==> src/pkg/serial_ctl_pkg.sv <==
package serial_ctl_pkg;

	// ----------------------------------------------------------------
	// Serial port framing
	// ----------------------------------------------------------------
	localparam logic [4:0] ADDR_PATTERN = 5'h13; // Upper slave address bits 10011
	localparam logic [3:0] BYTE_BITS = 4'h8;
	localparam logic [3:0] CNT_ONE = 4'h1;

	// ----------------------------------------------------------------
	// Register offsets
	// ----------------------------------------------------------------
	localparam logic [7:0] REG_GENERAL = 8'h0a;
	localparam logic [7:0] REG_PHASE = 8'h0b;
	localparam logic [7:0] REG_RANGE = 8'h0c;
	localparam logic [7:0] REG_ORDER = 8'h0d;
	localparam logic [7:0] REG_LAST = 8'h0e;
	localparam logic [7:0] REG_STEP = 8'h01;

	// ----------------------------------------------------------------
	// Field positions
	// ----------------------------------------------------------------
	localparam int DUAL_BIT = 7;
	localparam int PHASE_LSB = 3;
	localparam int RANGE_LSB = 5;
	localparam int CUR_LSB = 2;
	localparam int ORDER_WR_BIT = 4;
	localparam int ORDER_RD_BIT = 7;
	localparam int REV_LSB = 1;

	// ----------------------------------------------------------------
	// Power-up values
	// ----------------------------------------------------------------
	localparam logic [4:0] PHASE_RST = 5'h10;
	localparam logic [1:0] RANGE_RST = 2'h1;
	localparam logic [2:0] CUR_RST = 3'h1;
	localparam logic DUAL_RST = 1'h1;
	localparam logic ORDER_RST = 1'h0;

	// ----------------------------------------------------------------
	// Port state machine
	// ----------------------------------------------------------------
	typedef enum logic [3:0] {
		ST_IDLE,
		ST_ADDR,
		ST_ADDR_ACK,
		ST_REG,
		ST_REG_ACK,
		ST_WR,
		ST_WR_ACK,
		ST_RD,
		ST_RD_ACK,
		ST_SKIP
	} port_state_type;

endpackage

==> src/design/serial_register_port_clock_ctl.sv <==
`timescale 1ns/100ps

// Summary of operation
// - Five-bit sampling phase, 32 steps of 11.25 degrees, power-up 16.
// - Two-bit oscillator range in bits 6-5, power-up 01.
// - Three-bit loop filter current code, power-up 001.
// - Dual mode: first sample after sync to A, order bit swaps ports.
// - Port order bit reads back at bit 7 of register 0D.
// - Read-only three-bit silicon revision in bits 3-1 of register 0D.
// - Slave address is 10011 followed by the two address select pins.
// - Data change while clock high is start or stop only.
// - High-to-low data with clock high is a start condition.
// - Low-to-high data with clock high is stop; port returns idle.
// - Eighth bit of first byte is direction, 1 read, 0 write.
// - Acknowledge own address on ninth pulse, else release and ignore.
// - Every byte travels most significant bit first.
// - Withheld acknowledge leaves data high; master then stops.
// - Missing master acknowledge on read ends data; device releases line.
// - Byte after address sets base register; next byte written there.
// - Address advances per byte, saturating at 0Eh.
// - Base address above 0Eh is not acknowledged.
// - Read returns bytes from stored base, auto-incrementing.
// - Repeated start accepted as new start, base address kept.
// - Dual port bit: 0 single port, 1 alternating, power-up 1.
module serial_register_port_clock_ctl #(
	parameter logic [2:0] REVISION = 3'h5, // Arbitrary revision value
	parameter int PIX_W = 8
) (
	// Clock and reset
	input wire logic MCLK_I,
	input wire logic RSTN_I,
	// Serial port pins
	input wire logic SCL_I,
	input wire logic SDA_I,
	output logic SDA_O,
	output logic SDA_OE_O,
	input wire logic [1:0] ADDR_SELECT_PINS_I,
	// Pixel stream in
	input wire logic [PIX_W-1:0] PIX_I,
	input wire logic PIX_VALID_I,
	input wire logic SYNC_LEAD_I,
	// Pixel ports out
	output logic [PIX_W-1:0] PORTA_O,
	output logic PORTA_VALID_O,
	output logic [PIX_W-1:0] PORTB_O,
	output logic PORTB_VALID_O,
	// Clock generator controls
	output logic [4:0] PHASE_O,
	output logic [1:0] OSC_RANGE_SEL_O,
	output logic [2:0] LOOP_CURRENT_O,
	output logic PORT_ORDER_SEL_O,
	output logic DUAL_PORT_SEL_O
);

	// ----------------------------------------------------------------
	// Elaboration checks
	// ----------------------------------------------------------------
	generate
		if (PIX_W < 1) begin : g_bad_width
			$error("PIX_W must be at least one");
		end
	endgenerate

	// ----------------------------------------------------------------
	// Reset release and pin synchronisers
	// ----------------------------------------------------------------
	logic rst_m_q;
	logic rst_n;
	logic scl_m_q;
	logic scl_s_q;
	logic scl_p_q;
	logic sda_m_q;
	logic sda_s_q;
	logic sda_p_q;
	logic [1:0] asel_m_q;
	logic [1:0] asel_s_q;

	// Reset asserts at once, releases after two edges
	always_ff @(posedge MCLK_I or negedge RSTN_I) begin
		if (!RSTN_I) begin
			rst_m_q <= 1'b0;
			rst_n <= 1'b0;
		end else begin
			rst_m_q <= 1'b1;
			rst_n <= rst_m_q;
		end
	end

	// Two flops per pin, third flop on clock and data gives history for edge detection
	always_ff @(posedge MCLK_I or negedge rst_n) begin
		if (!rst_n) begin
			scl_m_q <= 1'b1;
			scl_s_q <= 1'b1;
			scl_p_q <= 1'b1;
			sda_m_q <= 1'b1;
			sda_s_q <= 1'b1;
			sda_p_q <= 1'b1;
			asel_m_q <= 2'h0;
			asel_s_q <= 2'h0;
		end else begin
			scl_m_q <= SCL_I;
			scl_s_q <= scl_m_q;
			scl_p_q <= scl_s_q;
			sda_m_q <= SDA_I;
			sda_s_q <= sda_m_q;
			sda_p_q <= sda_s_q;
			asel_m_q <= ADDR_SELECT_PINS_I;
			asel_s_q <= asel_m_q;
		end
	end

	// ----------------------------------------------------------------
	// Bus event decode
	// ----------------------------------------------------------------
	logic scl_rise;
	logic scl_fall;
	logic start_det;
	logic stop_det;

	// Data moving under a high clock is framing, never data
	assign scl_rise = scl_s_q & ~scl_p_q;
	assign scl_fall = ~scl_s_q & scl_p_q;
	assign start_det = scl_s_q & scl_p_q & sda_p_q & ~sda_s_q;
	assign stop_det = scl_s_q & scl_p_q & ~sda_p_q & sda_s_q;

	// ----------------------------------------------------------------
	// Register storage and readback
	// ----------------------------------------------------------------
	logic [4:0] phase_q;
	logic [1:0] range_q;
	logic [2:0] cur_q;
	logic order_q;
	logic dual_q;
	logic wr_stb_q;
	logic [7:0] wr_addr_q;
	logic [7:0] wr_data_q;

	// Commit happens only after the data byte and its acknowledge
	always_ff @(posedge MCLK_I or negedge rst_n) begin
		if (!rst_n) begin
			phase_q <= serial_ctl_pkg::PHASE_RST;
			range_q <= serial_ctl_pkg::RANGE_RST;
			cur_q <= serial_ctl_pkg::CUR_RST;
			order_q <= serial_ctl_pkg::ORDER_RST;
			dual_q <= serial_ctl_pkg::DUAL_RST;
		end else if (wr_stb_q) begin
			unique case (wr_addr_q)
				serial_ctl_pkg::REG_GENERAL: begin
					dual_q <= wr_data_q[serial_ctl_pkg::DUAL_BIT];
				end
				serial_ctl_pkg::REG_PHASE: begin
					phase_q <= wr_data_q[serial_ctl_pkg::PHASE_LSB +: 5];
				end
				serial_ctl_pkg::REG_RANGE: begin
					range_q <= wr_data_q[serial_ctl_pkg::RANGE_LSB +: 2];
					cur_q <= wr_data_q[serial_ctl_pkg::CUR_LSB +: 3];
				end
				serial_ctl_pkg::REG_ORDER: begin
					order_q <= wr_data_q[serial_ctl_pkg::ORDER_WR_BIT];
				end
				default: begin
					// Offsets outside this group accept and drop writes
				end
			endcase
		end
	end

	// Readback image of a register; unheld bits read zero
	function automatic logic [7:0] read_reg(input logic [7:0] addr);
		logic [7:0] v;
		v = 8'h00;
		unique case (addr)
			serial_ctl_pkg::REG_GENERAL: begin
				v[serial_ctl_pkg::DUAL_BIT] = dual_q;
			end
			serial_ctl_pkg::REG_PHASE: begin
				v[serial_ctl_pkg::PHASE_LSB +: 5] = phase_q;
			end
			serial_ctl_pkg::REG_RANGE: begin
				v[serial_ctl_pkg::RANGE_LSB +: 2] = range_q;
				v[serial_ctl_pkg::CUR_LSB +: 3] = cur_q;
			end
			serial_ctl_pkg::REG_ORDER: begin
				v[serial_ctl_pkg::ORDER_RD_BIT] = order_q;
				v[serial_ctl_pkg::REV_LSB +: 3] = REVISION;
			end
			default: begin
				v = 8'h00;
			end
		endcase
		return v;
	endfunction

	// ----------------------------------------------------------------
	// Serial port state machine
	// ----------------------------------------------------------------
	serial_ctl_pkg::port_state_type state_q;
	logic [3:0] cnt_q;
	logic [7:0] shift_q;
	logic [7:0] tx_q;
	logic [7:0] ptr_q;
	logic [7:0] ptr_next;
	logic [7:0] rd_byte;
	logic rw_q;
	logic oe_q;

	// Saturating advance keeps later bytes on the top address
	assign ptr_next = (ptr_q == serial_ctl_pkg::REG_LAST) ? ptr_q :
		ptr_q + serial_ctl_pkg::REG_STEP;
	assign rd_byte = read_reg(ptr_q);

	// Pin changes only after a clock fall, so the master samples stable data
	always_ff @(posedge MCLK_I or negedge rst_n) begin
		if (!rst_n) begin
			state_q <= serial_ctl_pkg::ST_IDLE;
			cnt_q <= 4'h0;
			shift_q <= 8'h00;
			tx_q <= 8'h00;
			ptr_q <= 8'h00;
			rw_q <= 1'b0;
			oe_q <= 1'b0;
			wr_stb_q <= 1'b0;
			wr_addr_q <= 8'h00;
			wr_data_q <= 8'h00;
		end else begin
			wr_stb_q <= 1'b0;
			if (stop_det) begin
				state_q <= serial_ctl_pkg::ST_IDLE;
				oe_q <= 1'b0;
			end else if (start_det) begin
				// Repeated start restarts framing, base pointer untouched
				state_q <= serial_ctl_pkg::ST_ADDR;
				cnt_q <= 4'h0;
				oe_q <= 1'b0;
			end else begin
				unique case (state_q)
					serial_ctl_pkg::ST_ADDR, serial_ctl_pkg::ST_REG, serial_ctl_pkg::ST_WR: begin
						if (scl_rise) begin
							shift_q <= {shift_q[6:0], sda_s_q};
							cnt_q <= cnt_q + serial_ctl_pkg::CNT_ONE;
						end else if (scl_fall && cnt_q == serial_ctl_pkg::BYTE_BITS) begin
							cnt_q <= 4'h0;
							if (state_q == serial_ctl_pkg::ST_ADDR) begin
								if (shift_q[7:1] == {serial_ctl_pkg::ADDR_PATTERN, asel_s_q}) begin
									rw_q <= shift_q[0];
									oe_q <= 1'b1;
									state_q <= serial_ctl_pkg::ST_ADDR_ACK;
								end else begin
									state_q <= serial_ctl_pkg::ST_SKIP;
								end
							end else if (state_q == serial_ctl_pkg::ST_REG) begin
								if (shift_q > serial_ctl_pkg::REG_LAST) begin
									state_q <= serial_ctl_pkg::ST_SKIP;
								end else begin
									ptr_q <= shift_q;
									oe_q <= 1'b1;
									state_q <= serial_ctl_pkg::ST_REG_ACK;
								end
							end else begin
								oe_q <= 1'b1;
								state_q <= serial_ctl_pkg::ST_WR_ACK;
							end
						end
					end
					serial_ctl_pkg::ST_ADDR_ACK: begin
						if (scl_fall) begin
							if (rw_q) begin
								// First read bit goes out as acknowledge ends
								tx_q <= {rd_byte[6:0], 1'b0};
								oe_q <= ~rd_byte[7];
								cnt_q <= serial_ctl_pkg::CNT_ONE;
								state_q <= serial_ctl_pkg::ST_RD;
							end else begin
								oe_q <= 1'b0;
								state_q <= serial_ctl_pkg::ST_REG;
							end
						end
					end
					serial_ctl_pkg::ST_REG_ACK: begin
						if (scl_fall) begin
							oe_q <= 1'b0;
							state_q <= serial_ctl_pkg::ST_WR;
						end
					end
					serial_ctl_pkg::ST_WR_ACK: begin
						if (scl_fall) begin
							oe_q <= 1'b0;
							wr_stb_q <= 1'b1;
							wr_addr_q <= ptr_q;
							wr_data_q <= shift_q;
							ptr_q <= ptr_next;
							state_q <= serial_ctl_pkg::ST_WR;
						end
					end
					serial_ctl_pkg::ST_RD: begin
						if (scl_fall) begin
							if (cnt_q == serial_ctl_pkg::BYTE_BITS) begin
								oe_q <= 1'b0;
								cnt_q <= 4'h0;
								ptr_q <= ptr_next;
								state_q <= serial_ctl_pkg::ST_RD_ACK;
							end else begin
								oe_q <= ~tx_q[7];
								tx_q <= {tx_q[6:0], 1'b0};
								cnt_q <= cnt_q + serial_ctl_pkg::CNT_ONE;
							end
						end
					end
					serial_ctl_pkg::ST_RD_ACK: begin
						if (scl_rise && sda_s_q) begin
							state_q <= serial_ctl_pkg::ST_SKIP;
						end else if (scl_fall) begin
							tx_q <= {rd_byte[6:0], 1'b0};
							oe_q <= ~rd_byte[7];
							cnt_q <= serial_ctl_pkg::CNT_ONE;
							state_q <= serial_ctl_pkg::ST_RD;
						end
					end
					serial_ctl_pkg::ST_IDLE, serial_ctl_pkg::ST_SKIP: begin
						// Line stays released until the next start or stop
						oe_q <= 1'b0;
					end
					default: begin
						state_q <= serial_ctl_pkg::ST_IDLE;
						oe_q <= 1'b0;
					end
				endcase
			end
		end
	end

	// Open drain: the pin is only ever pulled low
	assign SDA_O = 1'b0;
	assign SDA_OE_O = oe_q;

	// ----------------------------------------------------------------
	// Pixel port ordering
	// ----------------------------------------------------------------
	logic odd_q;
	logic to_a;

	// First sample after sync is odd; order bit swaps the ports
	assign to_a = ~dual_q | (odd_q ^ order_q);

	always_ff @(posedge MCLK_I or negedge rst_n) begin
		if (!rst_n) begin
			odd_q <= 1'b1;
			PORTA_O <= '0;
			PORTB_O <= '0;
			PORTA_VALID_O <= 1'b0;
			PORTB_VALID_O <= 1'b0;
		end else begin
			PORTA_VALID_O <= 1'b0;
			PORTB_VALID_O <= 1'b0;
			if (SYNC_LEAD_I) begin
				odd_q <= 1'b1;
			end else if (PIX_VALID_I) begin
				odd_q <= ~odd_q;
				if (to_a) begin
					PORTA_O <= PIX_I;
					PORTA_VALID_O <= 1'b1;
				end else begin
					PORTB_O <= PIX_I;
					PORTB_VALID_O <= 1'b1;
				end
			end
		end
	end

	// ----------------------------------------------------------------
	// Control outputs
	// ----------------------------------------------------------------
	// Trade-off: direct from storage, so an update is visible on the commit edge itself
	assign PHASE_O = phase_q;
	assign OSC_RANGE_SEL_O = range_q;
	assign LOOP_CURRENT_O = cur_q;
	assign PORT_ORDER_SEL_O = order_q;
	assign DUAL_PORT_SEL_O = dual_q;

endmodule

==> config.mk <==
export PLATFORM = sky130hd
export DESIGN_NAME = serial_register_port_clock_ctl
export DESIGN_NICKNAME = d
export VERILOG_FILES = /design/src/pkg/serial_ctl_pkg.sv /design/src/design/serial_register_port_clock_ctl.sv
export SDC_FILE = /design/constraint.sdc
export NUM_CORES = 1
export LEC_CHECK = 0
export ABC_AREA = 1
export BUFFER_PORTS_ARGS = -buffer_cell sky130_fd_sc_hd__clkbuf_2
export CAP_MARGIN = 20
export CORE_MARGIN = 10
export CORE_UTILIZATION = 41
export CTS_BUF_LIST = sky130_fd_sc_hd__clkbuf_4 sky130_fd_sc_hd__clkbuf_8
export DETAILED_ROUTE_END_ITERATION = 7
export GPL_TIMING_DRIVEN = 0
export PLACE_DENSITY = 0.6
export SYNTH_ARGS = -nofsm -noshare
export SYNTH_HDL_FRONTEND = slang
export SYNTH_SLANG_ARGS = --single-unit
==> constraint.sdc <==
create_clock -name MCLK_I -period 7.9 [get_ports MCLK_I]
set_input_delay 2.37 -clock MCLK_I [delete_from_list [all_inputs] [get_ports MCLK_I]]
set_output_delay 2.37 -clock MCLK_I [all_outputs]
set_load 0.02 [all_outputs]
==> results of run 1 <==
==> per-layer routing <==
layer	share of wire	wire, um
met5	0	0
met4	0.014	153
met3	0.059	639
met2	0.45	4819
met1	0.48	5200
==> cell type report <==
class | count | area [um^2]
buffer | 9 | 43.79
clock buffer | 10 | 131.4
clock inverter | 6 | 48.80
fill | 1052 | 5658
inverter | 70 | 262.8
multi-input combinational | 421 | 1946
sequential | 90 | 2270
tap | 140 | 175.2
timing repair buffer | 47 | 257.7
==> logic make-up after synthesis <==
logic type	count (synthesis)
adders and majority gates	6
DFF	90
buffers and inverters	79
and+or+nand+nor	328
other	2
muxes	2
xor gates and xnor gates	4
AOI/OAI and AO/OA	79
==> path summary, 6_finish.rpt <==
| path | startpoint | slack [ps] | to | cells past startpoint |
|---|---|---|---|---|
| min in group MCLK_I | asel_m_q[1]$_DFF_PN0_ | 360 | asel_s_q[1]$_DFF_PN0_ | 0 |
| min reg2reg | rst_n$_DFF_PN0_ | 310 | asel_s_q[0]$_DFF_PN0_ | 0 |
| max reg2reg | cnt_q[0]$_DFFE_PN0P_ | 5900 | state_q[2]$_DFFE_PN0P_ | 10 |
| max in group asynchronous | RSTN_I | 6020 | rst_n$_DFF_PN0_ | 1 |
| min | rst_n$_DFF_PN0_ | 310 | asel_s_q[0]$_DFF_PN0_ | 0 |
| max | DUAL_PORT_SEL_O$_DFFE_PN1P_ | 4360 | DUAL_PORT_SEL_O | 1 |
==> cell usage in the layout, fill, tap and decap left out, types with 2 or more instances in the layout <==
master,Yosys,final
nand2_2,4,4
dfstp_2,11,11
nand2_4,2,2
clkinv_4,0,2
nand4_1,17,17
nand2_1,202,202
clkbuf_2,0,46
ha_1,6,6
mux2_2,2,2
xor2_1,3,3
nor2_2,3,3
buf_2,5,5
o21ai_0,57,57
clkbuf_1,3,3
conb_1,2,2
inv_1,69,69
a21oi_1,17,17
nand3_1,44,44
dfrtp_1,79,78
clkbuf_8,0,9
inv_6,0,3
nor2_1,48,48
nor3_1,4,4
==> flip-flops by register name, indices dropped and copies added, names as in the netlist, 2 cells and up <==
signal,flops
asel_m_q,2
LOOP_CURRENT_O,3
wr_data_q,6
state_q,4
PHASE_O,5
tx_q,6
PORTB_O,8
wr_addr_q,8
OSC_RANGE_SEL_O,2
cnt_q,4
ptr_q,8
shift_q,8
asel_s_q,2
PORTA_O,8
==> metrics by stage <==
stage               setup slack [ps]  cells
floorplan                       4721    590
global placement                4096    776
detailed placement              4329    777
CTS                             4333    793
global route                    4296    793
finish                          4359    793
==> worst reg2reg max path, stage by stage (launching register included) <==
cell and delay [ps]:
dfrtp_1 460, inv_1 110, ha_1 170, nand2_1 50, nor2_1 330, nand2_1 130, nand2_1 90, nand3_1 90
o21bai_1 280, nand3_1 150, nand2_1 90
==> power groups by stage <==
stage	registers (W)	logic [W]	clock network, W
floorplan	0.000575	0.000337	0
global placement	0.000575	0.000450	0
detailed placement	0.000572	0.000462	0
CTS	0.000563	0.000466	0.000310
global route	0.000574	0.000536	0.000330
finish	0.000564	0.000471	0.000299
==> impl_metrics.ini, run 1 <==
[synth]
syn_inst = 590
ys_top_cells_by_count = nand2_1, dfrtp_1, inv_1, o21ai_0, nor2_1
netlist_area_um2 = 4518
netlist.area_leader.share = 0.4376
synth_compound_area_frac = 0.09000
synth_edf_count = 0
yosysMostFrequentCell = nand2_1
syn-num-nets = 612
ys_ff_latch = 90
synth_top_flop_cell = dfrtp_1
ys_types = 31
synthArstFlopShare = 1.000
synthMuxAreaShare = 0.004985
ys_seq_area_frac = 0.5015
syn_avg_cell_area_um2 = 7.658
ys_warn_count = 0
synth_xor_area_frac = 0.007754
synth_fa_ha_area_frac = 0.01662
synthSimpleGateAreaFrac = 0.3096
synth_area_leader_cell = dfrtp_1
synth.top_cells.by_area = dfrtp_1, nand2_1, dfstp_2
synth_top_family_by_area = simple AND/OR/NAND/NOR gates

[routing]
viasPerCell = 4.985
first_iter_violations = 302
wl_per_cell_um = 13.63
routed_wirelength_um = 10810
via_count = 3953
antenna_left = 0
drc = 0
first_pass_iters = 5

[global_routing]
grt_pass1_vias = 3710
grt_use_met1 = 0.1894
gr-usage-met2 = 0.2086
grt_pass1_wl_um = 18300
grt-busiest-layer = met2
antenna_found_initial = 0
groute.layer.met3.usage = 0.03887
grt_overflow_total = 0
grt_usage = 0.1385
grt_max_degree = 51

[cts]
clk_latency_ps = 370
clkTransAtPathRegs_ps = 90
clkSinkCount = 90
cts_inserted_buffers = 9
cts_setup_buffers = 0
hold_buffers = 0
cts_tree = yes
htreeDepth = 3
cts_buffer_depth = 2
post_cts_resized = 0
root_buffer = clkbuf_8

[power_and_ir_drop]
power_frac_clock = 0.224
p_total_w = 0.001334
seqPwrFrac = 0.423
p_per_area_nw_per_um2 = 259.7
comb_power_share = 0.353
switching_share = 0.4195
power.leakage_nw = 2.696
switchingPower_w = 0.0005595
ir_drop_v = 0.0001096
internal_power_w = 0.0007741

[sta]
timing.final.hold_violations = 0
hold_ws_ps = 308.0
setup_viol = 0
relSlewSlack = 0.6145
max_freq_mhz = 282.4
rsz0062_at_grt = no
worstMarginPinSlew_ps = 575.1
finalClockSkew_ps = 12.37
slew_violations = 0
timing.final.crit_share = 0.4482
tns_ps = 0
final.min_clock_period_ps = 3541

[place]
port_buffers = 46
place.gp.congestion = 0.8921
dp_hpwl_um = 7928
dpl_cell_area_um2 = 4955

[layout]
synthToLayoutAreaGrowth_pct = 13.65
fin_area_um2 = 5135
antenna_cells = 0
drive_above_1_share = 0.1501
final_nets = 670
fin_util = 0.4758

[worst_setup_path]
cp_num_buf_inv = 1
cp.arrival_ps = 1170
start_kind = register
path_cells = clkbuf_2
crit_type = reg -> out
cp_top_family = flip-flops
slowest_delay_ps = 610
crit_path_end_kind = primary output
cp_data_required_time_ps = 5530
path_max_fanout = 4
cp_slowest_cell = dfstp_2

[hold_path]
worstHoldPathType = reg -> async

[floorplan]
die_w_um = 125.0
coreArea_um2 = 10790
placementRows = 38
die_y_um = 125.0
die-area_um2 = 15620
start_util = 0.4186
ios = 48

[run_status]
outcome = finished, final reports clean

[flow_run]
maxCapViolCount = 0
No activity file was read; power rests on OpenSTA's default activity.
==> run 2, diff against run 1 <==
--- a/config.mk
+++ b/config.mk
@@ -5,7 +5,7 @@
 export SDC_FILE = /design/constraint.sdc
 export NUM_CORES = 1
 export LEC_CHECK = 0
-export ABC_AREA = 1
+export ABC_AREA = 0
 export BUFFER_PORTS_ARGS = -buffer_cell sky130_fd_sc_hd__clkbuf_2
 export CAP_MARGIN = 20
 export CORE_MARGIN = 10
@@ -13,7 +13,7 @@
 export CTS_BUF_LIST = sky130_fd_sc_hd__clkbuf_4 sky130_fd_sc_hd__clkbuf_8
 export DETAILED_ROUTE_END_ITERATION = 7
 export GPL_TIMING_DRIVEN = 0
-export PLACE_DENSITY = 0.6
+export PLACE_DENSITY = 0.62
 export SYNTH_ARGS = -nofsm -noshare
 export SYNTH_HDL_FRONTEND = slang
 export SYNTH_SLANG_ARGS = --single-unit
==> constraint.sdc (replaced) <==
create_clock -name MCLK_I -period 2.9 [get_ports MCLK_I]
set_input_delay 0.87 -clock MCLK_I [delete_from_list [all_inputs] [get_ports MCLK_I]]
set_output_delay 0.87 -clock MCLK_I [all_outputs]
set_load 0.02 [all_outputs]
==> impl_metrics.ini, run 2 <==
[layout]
final_common_cell = dfrtp_1
layout_common_cells = dfrtp_1, mux2_2, clkbuf_2
synthToLayoutAreaGrowth_pct = 14.24
final_nets = 460
drive_above_1_share = 0.3251
fin_util = 0.4840
finalNonFillerCells = 579
antenna_cells = 0

[cts]
hold_buffers = 0
htreeDepth = 3
cts_inserted_buffers = 9
post_cts_resized = 0
cts_buffer_depth = 2
clkSinkCount = 90
clkTransAtPathRegs_ps = 90
cts_tree = yes
cts_setup_buffers = 0
clk_latency_ps = 360
root_buffer = clkbuf_8

[place]
port_buffers = 46
placed_cells_incl_taps = 563
place.gp.congestion = 0.8529
dp_hpwl_um = 7094

[synth]
syn-num-nets = 402
syn_inst = 380
yosysMostFrequentCell = dfrtp_1
ys_seq_area_frac = 0.5158
netlist.area_leader.share = 0.4500
synthArstFlopShare = 1.000
synth.top_cells.by_area = dfrtp_1, mux2_2, dfstp_2
ys_types = 64
ys_warn_count = 0
netlist_area_um2 = 4393
synth_area_leader_cell = dfrtp_1
syn_avg_cell_area_um2 = 11.56
synth_edf_count = 0
ys_ff_latch = 90
ys_top_cells_by_count = dfrtp_1, mux2_2, a21oi_1, nor2_1, o21ai_0
synth_top_flop_cell = dfrtp_1

[routing]
wl_per_cell_um = 16.62
drc = 0
antenna_left = 0
viasPerCell = 5.520
first_iter_violations = 264
via_count = 3196
routed_wirelength_um = 9624
first_pass_iters = 5

[power_and_ir_drop]
power.leakage_nw = 2.313
p_total_w = 0.003539
ir_drop_v = 0.0003396
p_per_area_nw_per_um2 = 705.3

[global_routing]
grt_pass1_wl_um = 16300
grt_overflow_total = 0
antenna_found_initial = 0
grt_pass1_vias = 3170
grt_usage = 0.1341
grt_max_degree = 46

[worst_setup_path]
crit_path_end_kind = register
path_max_fanout = 10
cp_slowest_cell = or4_1
cp_num_buf_inv = 2
cp_top_family = compound AO/OA/AOI/OAI gates
slowest_delay_ps = 520
cp_data_required_time_ps = 3180
start_kind = register
ff2ff_setup_slack_ps = 470
reg2reg_to = ptr_q[7]$_DFFE_PN0P_
reg2reg_from = state_q[0]$_DFFE_PN0P_
path_cells = buf_4 -> inv_1 -> a221oi_1 -> o2111ai_1 -> or4_1 -> o21ai_0
r2r_cells = 6
crit_type = reg -> reg
cp.arrival_ps = 2720

[sta]
slew_violations = 0
finalClockSkew_ps = 10.08
timing.final.crit_share = 0.8387
timing.final.hold_violations = 0
rsz0062_at_grt = no
final.min_clock_period_ps = 2432
setup_viol = 0
tns_ps = 0
relSlewSlack = 0.4877
worstMarginPinSlew_ps = 761.5
max_freq_mhz = 411.1
hold_ws_ps = 267.2

[floorplan]
die_w_um = 123.5
start_util = 0.4236
ios = 48
coreArea_um2 = 10370
die-area_um2 = 15250
die_y_um = 123.5
placementRows = 37

[hold_path]
worstHoldPathType = in -> async

[flow_run]
maxCapViolCount = 0

[run_status]
outcome = finished, final reports clean
run 2: stage by stage:
step / area [um^2] / setup WS, ps
CTS: 5019 / 506.4
finish: 5019 / 467.8
global route: 5019 / 302.7
detailed placement: 4817 / 524.8
global placement: 4793 / -788.9
floorplan: 4393 / 226.8
run 2: final cells by class:
class | instances | area [um^2]
tap | 136 | 170.2
inverter | 14 | 52.55
timing repair buffer | 47 | 250.2
sequential | 90 | 2270
clock buffer | 9 | 123.9
clock inverter | 7 | 77.57
buffer | 16 | 80.08
fill | 976 | 5351
multi-input combinational | 260 | 1994
run 2: worst max path at each step:
stage                                       from                             to  slack (ps)  cells after the start
after floorplan                  rst_n$_DFF_PN0_  LOOP_CURRENT_O[1]$_DFFE_PN0P_         230                      0
after global placement           rst_n$_DFF_PN0_         PHASE_O[2]$_DFFE_PN0P_        -790                      0
after detailed placement  state_q[0]$_DFFE_PN0P_           ptr_q[7]$_DFFE_PN0P_         520                      6
after CTS                 state_q[0]$_DFFE_PN0P_           ptr_q[7]$_DFFE_PN0P_         510                      6
after global routing        cnt_q[0]$_DFFE_PN0P_           ptr_q[7]$_DFFE_PN0P_         300                      7
final                     state_q[0]$_DFFE_PN0P_           ptr_q[7]$_DFFE_PN0P_         470                      6
run 2: metal layers:
layer | vias up | track usage | wire (um)
met1 | 1569 | 0.1859 | 4600
met2 | 97 | 0.1954 | 4313
met5 | - | 0 | 0
li1 | 1515 | - | -
met4 | 0 | 0.05022 | 152
met3 | 15 | 0.03692 | 558
run 2: kinds of logic (layout without fill, tap and decap cells):
kind of cell	after synthesis	count (layout)	share of synthesized area
compound gates	81	81	0.1305
xor+xnor	7	7	0.01396
fa+ha+maj	6	6	0.01709
buf+inv	30	93	0.03019
flops	90	90	0.5158
mux	54	54	0.1418
other cells	2	2	0.001710
simple gates	110	110	0.1490
run 2: power breakdown:
group	internal [W]	total [W]	switching, W
Sequential	0.00141	0.00161	0.000202
Combinational	0.000472	0.00106	0.000591
Clock	0.000405	0.000869	0.000464
